--- src/logic/hcs_pkg.sv ---
// Constants, field layouts and carrier types of the HDLC control and status slice.
// Assumes one instance per register page; the page decode happens outside.
package hcs_pkg;

   // ---------------------------------------------------------------
   // Register offsets on the parallel microprocessor port
   // ---------------------------------------------------------------
   localparam logic [4:0] ADDR_FIFO     = 5'h12;
   localparam logic [4:0] ADDR_CTRL1    = 5'h13;
   localparam logic [4:0] ADDR_STATUS   = 5'h14;
   localparam logic [4:0] ADDR_INT_STAT = 5'h17;

   localparam logic [7:0] CTRL1_RESET   = 8'h00;
   localparam logic [7:0] RDATA_NONE    = 8'h00;

   // ---------------------------------------------------------------
   // Status register field positions and byte status codes
   // ---------------------------------------------------------------
   localparam int unsigned STAT_INTGEN  = 7;
   localparam int unsigned STAT_IDLE    = 6;
   localparam int unsigned STAT_BS_HI   = 5;
   localparam int unsigned STAT_BS_LO   = 4;
   localparam logic [1:0]  BS_PACKET    = 2'h0;
   localparam logic [1:0]  BS_FIRST     = 2'h1;
   localparam logic [1:0]  BS_LAST_GOOD = 2'h2;
   localparam logic [1:0]  BS_LAST_BAD  = 2'h3;

   // ---------------------------------------------------------------
   // Idle channel and address recognition constants
   // ---------------------------------------------------------------
   localparam logic [3:0] IDLE_ONES     = 4'hf;
   localparam logic [5:0] ALL_CALL1     = 6'h3f;
   localparam logic [6:0] ALL_CALL2     = 7'h7f;

   typedef struct packed {
      logic       adrec;
      logic       receiver_on;
      logic       transmitter_on;
      logic       last_byte_tag;
      logic       abort_tag;
      logic       fill_sel;
      logic [1:0] reserved_bits;
   } hcs_ctrl1_t;

   typedef struct packed {
      logic       last_byte_tag;
      logic       abort_tag;
      logic [7:0] data;
   } hcs_txent_t;

   typedef struct packed {
      logic [1:0] status;
      logic [7:0] data;
   } hcs_rxhead_t;

   typedef struct packed {
      logic [5:0] mask1;
      logic       bit10;
      logic       en1;
      logic [6:0] mask2;
      logic       en2;
      logic       seven;
   } hcs_addrcfg_t;

   typedef enum logic [2:0] {
      RX_OFF = 3'h1, RX_HUNT = 3'h2, RX_FRAME = 3'h4
   } hcs_rx_state_t;

   typedef enum logic [2:0] {
      TX_OFF = 3'h1, TX_FILL = 3'h2, TX_DATA = 3'h4
   } hcs_tx_state_t;

endpackage

--- src/logic/hcs_slice.sv ---
// Control and status slice of one HDLC controller: control register one, the status
// register, the shared FIFO port, enable sequencing, idle channel and address checks.
// Assumes bus strobes, line bits and engine handshakes are all on ref_clk.
`timescale 1ns/10ps
module hcs_slice (
   input  wire logic                  ref_clk,
   input  wire logic                  resetn,
   input  wire logic                  ce,
   input  wire logic                  cpu_req,
   input  wire logic                  cpu_we,
   input  wire logic [4:0]            cpu_addr,
   input  wire logic [7:0]            cpu_wdata,
   output logic      [7:0]            cpu_rdata,
   output logic                       cpu_rvalid,
   input  wire logic [7:0]            int_stat_rdata,
   input  wire logic                  irq_event,
   input  wire logic [3:0]            fifo_levels,
   input  wire hcs_pkg::hcs_rxhead_t  rx_head,
   output logic                       rx_fifo_pop,
   output logic                       tx_fifo_push,
   output hcs_pkg::hcs_txent_t        tx_fifo_entry,
   input  wire hcs_pkg::hcs_addrcfg_t addr_cfg,
   input  wire logic                  rx_addr_stb,
   input  wire logic [7:0]            rx_addr1,
   input  wire logic [7:0]            rx_addr2,
   output logic                       rx_addr_ok,
   output logic                       rx_addr_drop,
   input  wire logic                  rx_bit_stb,
   input  wire logic                  rx_bit,
   input  wire logic                  rx_pkt_busy,
   output logic                       rx_clk_en,
   output logic                       rx_hunt,
   input  wire logic                  tx_fifo_empty,
   input  wire logic                  tx_pkt_busy,
   input  wire logic                  tx_byte_done,
   input  wire logic                  tx_byte_last,
   input  wire logic                  tx_byte_abort,
   output logic                       tx_clk_en,
   output logic                       tx_send_data,
   output logic                       tx_fill_idle,
   output logic                       tx_fill_flags,
   output logic                       tx_fcs_req,
   output logic                       tx_abort_req
);
   import hcs_pkg::*;

   // ---------------------------------------------------------------
   // Register port decode
   // ---------------------------------------------------------------
   logic        wr_ctrl, wr_fifo, rd_fifo, rd_int;
   hcs_ctrl1_t  ctrl_r, ctrl_nxt;
   logic        intgen_r, intgen_nxt;
   logic        idle_chan_r, idle_chan_nxt;
   logic        idle_valid_r, idle_valid_nxt;
   logic [3:0]  ones_r, ones_nxt;
   logic [7:0]  rdata_r, rdata_nxt, status_word;
   logic        rvalid_r, rvalid_nxt;
   hcs_txent_t  txent_r, txent_nxt;
   logic        push_r, push_nxt;

   assign wr_ctrl      = cpu_req & cpu_we & (cpu_addr == ADDR_CTRL1);
   assign wr_fifo      = cpu_req & cpu_we & (cpu_addr == ADDR_FIFO);
   assign rd_fifo      = cpu_req & ~cpu_we & (cpu_addr == ADDR_FIFO);
   assign rd_int       = cpu_req & ~cpu_we & (cpu_addr == ADDR_INT_STAT);
   assign rx_fifo_pop  = rd_fifo & ce;
   assign tx_fifo_push = push_r;
   assign tx_fifo_entry = txent_r;
   assign cpu_rdata    = rdata_r;
   assign cpu_rvalid   = rvalid_r;

   always_comb begin
      status_word = {intgen_r, idle_chan_r, rx_head.status, fifo_levels};
   end

   always_comb begin
      ctrl_nxt  = ctrl_r;
      txent_nxt = txent_r;
      push_nxt  = 1'b0;
      rdata_nxt = rdata_r;
      rvalid_nxt = cpu_req & ~cpu_we;
      if (wr_ctrl) begin
         ctrl_nxt = hcs_ctrl1_t'(cpu_wdata);
      end
      if (wr_fifo) begin
         txent_nxt = '{ctrl_r.last_byte_tag, ctrl_r.abort_tag, cpu_wdata};
         push_nxt  = 1'b1;
         ctrl_nxt.last_byte_tag = 1'b0;
         ctrl_nxt.abort_tag     = 1'b0;
      end
      if (cpu_req & ~cpu_we) begin
         case (cpu_addr)
            ADDR_FIFO:     rdata_nxt = rx_head.data;
            ADDR_CTRL1:    rdata_nxt = ctrl_r;
            ADDR_STATUS:   rdata_nxt = status_word;
            ADDR_INT_STAT: rdata_nxt = int_stat_rdata;
            default:       rdata_nxt = RDATA_NONE;
         endcase
      end
   end

   always_ff @(posedge ref_clk or negedge resetn) begin
      if (!resetn) begin
         ctrl_r   <= hcs_ctrl1_t'(CTRL1_RESET);
         txent_r  <= '0;
         push_r   <= 1'b0;
         rdata_r  <= RDATA_NONE;
         rvalid_r <= 1'b0;
      end else if (ce) begin
         ctrl_r   <= ctrl_nxt;
         txent_r  <= txent_nxt;
         push_r   <= push_nxt;
         rdata_r  <= rdata_nxt;
         rvalid_r <= rvalid_nxt;
      end
   end

   // ---------------------------------------------------------------
   // Interrupt flag and idle channel detection
   // ---------------------------------------------------------------
   always_comb begin
      intgen_nxt = intgen_r;
      if (rd_int) begin
         intgen_nxt = 1'b0;
      end
      if (irq_event) begin
         intgen_nxt = 1'b1;
      end
      ones_nxt       = ones_r;
      idle_valid_nxt = idle_valid_r;
      idle_chan_nxt  = idle_chan_r;
      if (rx_bit_stb) begin
         if (rx_bit) begin
            if (ones_r != IDLE_ONES) begin
               ones_nxt = ones_r + 4'h1;
            end
            if (ones_r >= IDLE_ONES - 4'h1) begin
               idle_valid_nxt = 1'b1;
               idle_chan_nxt  = 1'b1;
            end
         end else begin
            ones_nxt       = 4'h0;
            idle_valid_nxt = 1'b1;
            idle_chan_nxt  = 1'b0;
         end
      end
   end

   always_ff @(posedge ref_clk or negedge resetn) begin
      if (!resetn) begin
         intgen_r     <= 1'b0;
         ones_r       <= 4'h0;
         idle_valid_r <= 1'b0;
         idle_chan_r  <= 1'b0;
      end else if (ce) begin
         intgen_r     <= intgen_nxt;
         ones_r       <= ones_nxt;
         idle_valid_r <= idle_valid_nxt;
         idle_chan_r  <= idle_chan_nxt;
      end
   end

   // ---------------------------------------------------------------
   // Receiver sequencing and address recognition
   // ---------------------------------------------------------------
   hcs_rx_state_t rx_st_r, rx_st_nxt;
   logic          aok_r, aok_nxt, adrop_r, adrop_nxt;
   logic          single, all_call, m1, m2, accept;

   always_comb begin
      rx_st_nxt = rx_st_r;
      case (rx_st_r)
         RX_OFF:   if (ctrl_r.receiver_on) rx_st_nxt = RX_HUNT;
         RX_HUNT:  if (!ctrl_r.receiver_on) rx_st_nxt = RX_OFF;
                   else if (rx_pkt_busy) rx_st_nxt = RX_FRAME;
         RX_FRAME: if (!rx_pkt_busy) rx_st_nxt = ctrl_r.receiver_on ? RX_HUNT : RX_OFF;
         default:  rx_st_nxt = RX_OFF;
      endcase
   end

   always_comb begin
      single   = rx_addr1[0];
      all_call = addr_cfg.en1 & (rx_addr1[7:2] == ALL_CALL1)
                 & (single | (addr_cfg.en2 & (rx_addr2[7:1] == ALL_CALL2)));
      m1 = ~addr_cfg.en1 | (addr_cfg.seven ? (rx_addr1[7:1] == {addr_cfg.mask1, addr_cfg.bit10})
                                            : (rx_addr1[7:2] == addr_cfg.mask1));
      m2 = single | ~addr_cfg.en2 | (rx_addr2[7:1] == addr_cfg.mask2);
      accept    = ~ctrl_r.adrec | all_call | (m1 & m2);
      aok_nxt   = rx_addr_stb & accept;
      adrop_nxt = rx_addr_stb & ~accept;
   end

   always_ff @(posedge ref_clk or negedge resetn) begin
      if (!resetn) begin
         rx_st_r <= RX_OFF;
         aok_r   <= 1'b0;
         adrop_r <= 1'b0;
      end else if (ce) begin
         rx_st_r <= rx_st_nxt;
         aok_r   <= aok_nxt;
         adrop_r <= adrop_nxt;
      end
   end

   assign rx_clk_en    = (rx_st_r != RX_OFF);
   assign rx_hunt      = (rx_st_r == RX_HUNT);
   assign rx_addr_ok   = aok_r;
   assign rx_addr_drop = adrop_r;

   // ---------------------------------------------------------------
   // Transmitter sequencing, fill selection and tag actions
   // ---------------------------------------------------------------
   hcs_tx_state_t tx_st_r, tx_st_nxt;
   logic          fcs_r, fcs_nxt, abt_r, abt_nxt;

   always_comb begin
      tx_st_nxt = tx_st_r;
      case (tx_st_r)
         TX_OFF:  if (ctrl_r.transmitter_on) tx_st_nxt = tx_fifo_empty ? TX_FILL : TX_DATA;
         TX_FILL: if (!ctrl_r.transmitter_on) tx_st_nxt = TX_OFF;
                  else if (!tx_fifo_empty) tx_st_nxt = TX_DATA;
         TX_DATA: if (!tx_pkt_busy) begin
                     if (!ctrl_r.transmitter_on) tx_st_nxt = TX_OFF;
                     else if (tx_fifo_empty) tx_st_nxt = TX_FILL;
                  end
         default: tx_st_nxt = TX_OFF;
      endcase
      fcs_nxt = tx_byte_done & tx_byte_last & ~tx_byte_abort;
      abt_nxt = tx_byte_done & tx_byte_abort;
   end

   always_ff @(posedge ref_clk or negedge resetn) begin
      if (!resetn) begin
         tx_st_r <= TX_OFF;
         fcs_r   <= 1'b0;
         abt_r   <= 1'b0;
      end else if (ce) begin
         tx_st_r <= tx_st_nxt;
         fcs_r   <= fcs_nxt;
         abt_r   <= abt_nxt;
      end
   end

   assign tx_clk_en     = (tx_st_r != TX_OFF);
   assign tx_send_data  = (tx_st_r == TX_DATA);
   assign tx_fill_idle  = (tx_st_r == TX_FILL) & ~ctrl_r.fill_sel;
   assign tx_fill_flags = (tx_st_r == TX_FILL) & ctrl_r.fill_sel;
   assign tx_fcs_req    = fcs_r;
   assign tx_abort_req  = abt_r;

   // ---------------------------------------------------------------
   // Assertions
   // ---------------------------------------------------------------
   property p_rx_start;
      @(posedge ref_clk) disable iff (!resetn)
      (ce & rx_st_r == RX_OFF & ctrl_r.receiver_on) |=> rx_hunt & rx_clk_en;
   endproperty
   a_rx_start: assert property (p_rx_start) else $error("receiver did not start");

   property p_rx_finish;
      @(posedge ref_clk) disable iff (!resetn)
      (ce & rx_st_r == RX_FRAME & rx_pkt_busy) |=> rx_clk_en;
   endproperty
   a_rx_finish: assert property (p_rx_finish) else $error("receiver stopped mid packet");

   property p_rx_gate;
      @(posedge ref_clk) disable iff (!resetn)
      (ce & rx_st_r != RX_FRAME & !ctrl_r.receiver_on & !$past(ctrl_r.receiver_on))
      |=> !rx_clk_en;
   endproperty
   a_rx_gate: assert property (p_rx_gate) else $error("receiver clock not gated");

   property p_tx_start;
      @(posedge ref_clk) disable iff (!resetn)
      (ce & tx_st_r == TX_OFF & ctrl_r.transmitter_on)
      |=> tx_clk_en & (tx_send_data == !$past(tx_fifo_empty));
   endproperty
   a_tx_start: assert property (p_tx_start) else $error("transmitter did not start");

   property p_tx_finish;
      @(posedge ref_clk) disable iff (!resetn)
      (ce & tx_send_data & tx_pkt_busy) |=> tx_send_data;
   endproperty
   a_tx_finish: assert property (p_tx_finish) else $error("packet cut short");

   property p_tx_gate;
      @(posedge ref_clk) disable iff (!resetn)
      (ce & !tx_send_data & !ctrl_r.transmitter_on) |=> !tx_clk_en;
   endproperty
   a_tx_gate: assert property (p_tx_gate) else $error("transmitter clock mismatch");

   property p_tag_clear;
      @(posedge ref_clk) disable iff (!resetn)
      (ce & wr_fifo) |=> tx_fifo_push & !ctrl_r.last_byte_tag & !ctrl_r.abort_tag
                         & (tx_fifo_entry.last_byte_tag == $past(ctrl_r.last_byte_tag));
   endproperty
   a_tag_clear: assert property (p_tag_clear) else $error("tag not moved or cleared");

   property p_fcs;
      @(posedge ref_clk) disable iff (!resetn)
      (ce & tx_byte_done & tx_byte_last & !tx_byte_abort) |=> tx_fcs_req & !tx_abort_req;
   endproperty
   a_fcs: assert property (p_fcs) else $error("no frame check after last byte");

   property p_intgen;
      @(posedge ref_clk) disable iff (!resetn)
      (ce & irq_event) |=> intgen_r;
   endproperty
   a_intgen: assert property (p_intgen) else $error("interrupt flag lost");

   property p_idle;
      @(posedge ref_clk) disable iff (!resetn)
      (ce & rx_bit_stb & !rx_bit) |=> idle_valid_r & !idle_chan_r & (ones_r == 4'h0);
   endproperty
   a_idle: assert property (p_idle) else $error("idle channel not cleared by zero");

   property p_drop;
      @(posedge ref_clk) disable iff (!resetn)
      (ce & rx_addr_stb & ctrl_r.adrec & !all_call & !m1) |=> rx_addr_drop & !rx_addr_ok;
   endproperty
   a_drop: assert property (p_drop) else $error("mismatched address accepted");

   c_frame:   cover property (@(posedge ref_clk) rx_st_r == RX_FRAME ##1 rx_st_r == RX_OFF);
   c_fill:    cover property (@(posedge ref_clk) tx_fill_flags ##1 tx_send_data);
   c_idle:    cover property (@(posedge ref_clk) idle_chan_r);
   c_set_clr: cover property (@(posedge ref_clk) ce & irq_event & rd_int);

endmodule // hcs_slice

--- config.mk ---
export PLATFORM = sky130hd
export DESIGN_NAME = hcs_slice
export DESIGN_NICKNAME = d
export VERILOG_FILES = /design/src/logic/hcs_pkg.sv /design/src/logic/hcs_slice.sv
export SDC_FILE = /design/constraint.sdc
export NUM_CORES = 1
export LEC_CHECK = 0
export ABC_AREA = 0
export BUFFER_PORTS_ARGS = -buffer_cell sky130_fd_sc_hd__buf_4
export CORE_MARGIN = 5
export CORE_UTILIZATION = 47
export CTS_CLUSTER_DIAMETER = 80
export DETAILED_ROUTE_END_ITERATION = 6
export PLACE_DENSITY_LB_ADDON = 0.05
export SYNTH_ARGS = -nofsm -noshare
export SYNTH_HDL_FRONTEND = slang
export SYNTH_SLANG_ARGS = --single-unit
--- constraint.sdc ---
create_clock -name ref_clk -period 1.8 [get_ports ref_clk]
set_clock_uncertainty 0.15 [all_clocks]
set_input_delay 0.54 -clock ref_clk [delete_from_list [all_inputs] [get_ports ref_clk]]
set_output_delay 0.54 -clock ref_clk [all_outputs]
set_load 0.05 [all_outputs]
== Yosys cells after proc, flatten, opt, wreduce, memory -nomap -nowiden ==
Index checks and enable logic that the tools add are counted.
Storage, ports and cells
  flip-flop bits (word level): 44
  input port bits: 83
  output and inout port bits: 31
  word-level logic and storage cells: 118
Cells by class
  add/sub/neg operators: 1
  magnitude comparators: 1
  eq/ne operators: 27
  mux-type cells: 25
  bitwise gates (word level): 31
  reductions and logical operators: 11
Operators by type and width (number)
  2-to-1 mux 3 bit: 11
  case mux 8 bit (4 select lines): 1
  == test 5 bit, second input constant: 4
  bitwise AND 1 bit: 18
  case mux 3 bit (3 select lines): 2
  == test 7 bit: 2
  AND reduction 2 bit: 5
  inequality test 3 bit, second input constant: 3
  2-to-1 mux 4 bit: 2
  inequality test 2 bit, second input constant: 4
  == test 7 bit, second input constant: 1
  NOT 1 bit: 7
  == test 3 x 1 -> 1 bit, second input constant: 2
  == test 3 x 2 -> 1 bit, second input constant: 2
  == test 3 bit, second input constant: 2
  == test 6 bit: 1
  == test 6 bit, second input constant: 1
  2-to-1 mux 1 bit: 6
  inequality test 3 x 1 -> 1 bit, second input constant: 2
  bitwise OR 1 bit: 6
  AND reduction 3 bit: 2
  2-to-1 mux 5 bit: 1
  AND reduction 5 bit: 1
  adder 4 x 1 -> 4 bit, second input constant: 1
  other kinds (6): 9

== Longest topological paths before layout ==
  depth in word-level cells: 8
  gate-level depth with buffers: 6
  gate-level depth less buffers: 5

== Worst setup path before layout ==
No wires, ideal clock.
  path kind: register to output
  start point: reg tx_st_r[0]
  end point: out tx_fill_idle
  arrival: 2.076 ns
  required time: 1.110 ns
  setup slack: -0.966 ns
  cell stages (with the launch flop): 3
  buffers on the path: 1
  cells stage by stage: dfstp_2 -> clkbuf_1 -> nor4_1
Between the ends
  word-level cells in the longest chain between the ends: 2
RTL lines
  start: declaration: line hcs_slice.sv:212  | hcs_tx_state_t tx_st_r, tx_st_nxt;
  start signal: assignment: line hcs_slice.sv:237  | tx_st_r <= tx_st_nxt;
  == test 3 x 2 -> 1 bit: line hcs_slice.sv:245  | assign tx_fill_idle = (tx_st_r == TX_FILL) & ~ctrl_r.fill_sel;
  bitwise AND 1 bit: line hcs_slice.sv:245
  end: declaration: line hcs_slice.sv:40  | output logic tx_fill_idle,
Every way passes these cells.

== Final worst setup path ==
  start point: reg tx_st_r[1]
  end point: out tx_fill_flags
Between the ends
  word-level cells in the longest chain between the ends: 2
RTL lines
  == test 3 x 2 -> 1 bit: line hcs_slice.sv:246  | assign tx_fill_flags = (tx_st_r == TX_FILL) & ctrl_r.fill_sel;
  bitwise AND 1 bit: line hcs_slice.sv:246
  end: declaration: line hcs_slice.sv:41  | output logic tx_fill_flags,
Every way passes these cells.

==> reports/qor.txt <==
I/O pins - 114
Critical Path AT - 1.27 ns
first-pass GRT wire length - 11320 um
Finished Cell Area - 0.003897 mm^2
post-synthesis cell count - 236
CTS tree - done
vias in the first global route - 2359
drt drc - 0
final WL - 7396 um
Post-DP Area - 0.003590 mm^2
I/O Buffers - 112
Synth Cell Area - 0.002446 mm^2
Layout Area Growth over Synthesis - 59.34%
most common library cells after synthesis - dfrtp_1, nor2_1, nand2_1, xor2_1, o21ai_0
Max Slew Vio Count - 0
Hold WS - 0.07073 ns
CTS max path bufs - 2
Vias - 2390
CP Launch Type - flop
post-detailed-route wirelength per cell - 16.36 um
antenna violations before repair - 0
Clk pin slew, worst setup/hold paths - 0.09 ns
max-capacitance violation count - 0
worst min path class - primary input to async pin
Worst slew margin - 61.18%
Avg Inst Size Synth - 10.36 um^2
Fill cells - 369
Synth Net Count - 321
Lkg Pwr - 1.882 nW
R2R cell count - 6
total grt overflow - 0
H-tree levels - 2
layout cells sized above 1 - 50.79%
die width - 82.14 um
core area - 0.005075 mm^2
Die Ht - 82.14 um
Synth area leaders - dfrtp_1, mux2_4, xor2_1
status - complete, but fails checks
top-area cell type share of the netlist area - 42.97%
failing checks - negative setup slack
antenna viol nets, final - 0
power per cell area - 657.2 mW/mm^2
diode count - 0
Yosys reg bits - 44
fin nets - 466
drt first-iter violations - 90
Max IR drop VDD - 0.0004915 V
worst skew pair latency - 0.30 ns
Sink Count - 44
CP max FO - 4
unrepaired setup endpoints after global routing - true
Slew @ Worst Pin - 0.5823 ns
kind of critical path - flop to output port
ys flop type - dfrtp_1
Sequential Area - 0.001109 mm^2
DPL Wire Length - 5590 um
Setup violations, final - 22
Multi-input gate area - 0.001368 mm^2
fmax - 509.1 MHz
root buf cell - clkbuf_8
YS warnings - 0
min Tclk post-route - 1.964 ns
fraction of registers with async set/reset - 100.0%
largest net degree at the start of global routing - 45
crit share post-route - 109.1%
Synth cell types - 53
Finished Core Util - 76.80%
die area - 0.006747 mm^2
num rows - 26
Critical Path RT - 1.11 ns
Post-synth EDFFs - 0
Vias per Instance - 5.288
GRT Total Usage - 22.22%
CTS buffer count - 5
top-count cell post-synth - dfrtp_1
Starting Density - 48.20%
Hold Fails Final Rpt - 0
placer congestion estimate - 0.8446
cell taking the most area after synthesis - dfrtp_1
Seq/Total Area, Yosys - 45.12%
crit end category - output port
min setup slack post-route - -0.1644 ns
DRT Pass-1 Iters - 4
[cell usage in the layout (no fill, tap or decap), types with 3 or more instances in the layout]
cell type	count
nor2b_4	3
a31oi_1	3
nand3_1	6
nor2_1	16
inv_1	6
dfrtp_1	38
nand4_1	4
buf_4	134
nand2_1	14
o21ai_1	8
a21oi_1	8
nor2_4	3
buf_8	3
nand2b_1	6
dfrtp_2	4
xnor2_1	3
o21ai_0	10
nor3_4	3
a221oi_1	8
xor2_1	11
clkbuf_8	5
a41oi_1	3
a22o_1	4
buf_6	8
mux2_4	15
mux2i_1	9
[layer usage]
layer	wire length [um]	vias up	global-route usage [%]
met5	0	-	0
met4	61	0	5.150
met3	416	7	4.447
met2	3999	73	41.11
met1	2919	1159	26.36
li1	-	1151	-
[metrics by stage]
stage                     setup WS [ns]  total power, mW  TNS, ns  instances
after floorplan                 -0.2906            1.440   -1.244        236
after CTS                       -0.1463            2.558   -1.301        449
after global routing            -0.2140            2.668   -2.315        452
after detailed placement        -0.3168            1.744   -6.760        431
final                           -0.1644            2.561   -1.386        452
after global placement          -0.2859            1.730   -6.120        431
[layout make-up]
cell class,instances,area share (%)
Multi-Input combinational cell,174,35.09
Timing Repair Buffer,147,30.30
Sequential cell,44,28.44
Tap cell,70,2.247
Clock buffer,5,1.766
Clock inverter,3,1.188
Inverter,9,0.9631
[report_power, final]
group / total [mW] / switching (mW) / internal, mW
registers: 1.11 / 0.0622 / 1.05
clock network: 0.774 / 0.355 / 0.418
logic: 0.673 / 0.333 / 0.340
[flip-flops by register name, summed over array words and instances (netlist names)]
signal         cells
rx_addr_drop       1
tx_abort_req       1
idle_chan_r        1
ones_r             4
tx_st_r            3
tx_fifo_entry     10
cpu_rdata          8
rx_st_r            3
cpu_rvalid         1
intgen_r           1
ctrl_r             8
tx_fifo_push       1
tx_fcs_req         1
rx_addr_ok         1
[critical path, cell delays in order (launching register included)]
cell and delay [ns]:
dfrtp_1 0.38, inv_2 0.09, nor3_4 0.19, and2_4 0.18, buf_8 0.14
[cells by family after synthesis]
logic type	after synthesis	synth area share, %
buffers and inverters	18	3.734
DFF	44	45.12
AOI/OAI and AO/OA	60	16.83
muxes	25	12.43
xor gates and xnor gates	14	5.013
and+or+nand+nor	73	15.86
adders and majority gates	2	1.023
[worst paths after layout]
path / start / to / slack (ns)
worst max register to register: tx_st_r[0] / tx_st_r[2] / 0.30
max in group asynchronous: resetn / tx_st_r[2] / 0.99
min in group ref_clk: cpu_wdata[3] / ctrl_r[3] / 0.32
worst min register to register: cpu_rdata[6] / cpu_rdata[6] / 0.34
worst max-delay path: tx_st_r[1] / tx_fill_flags / -0.16
worst min-delay path: resetn / rx_st_r[2] / 0.07
[repair_timing]
item / in CTS / in global routing
resized for setup: 21 / 7
hold buffers: 0 / 0
buffers inserted: 10 / 3
hold endpoints to repair: 0 / 0
setup endpoints to repair: 7 / 22
pin swaps: 7 / 3
Note: power is estimated with default switching activity, not from simulation.
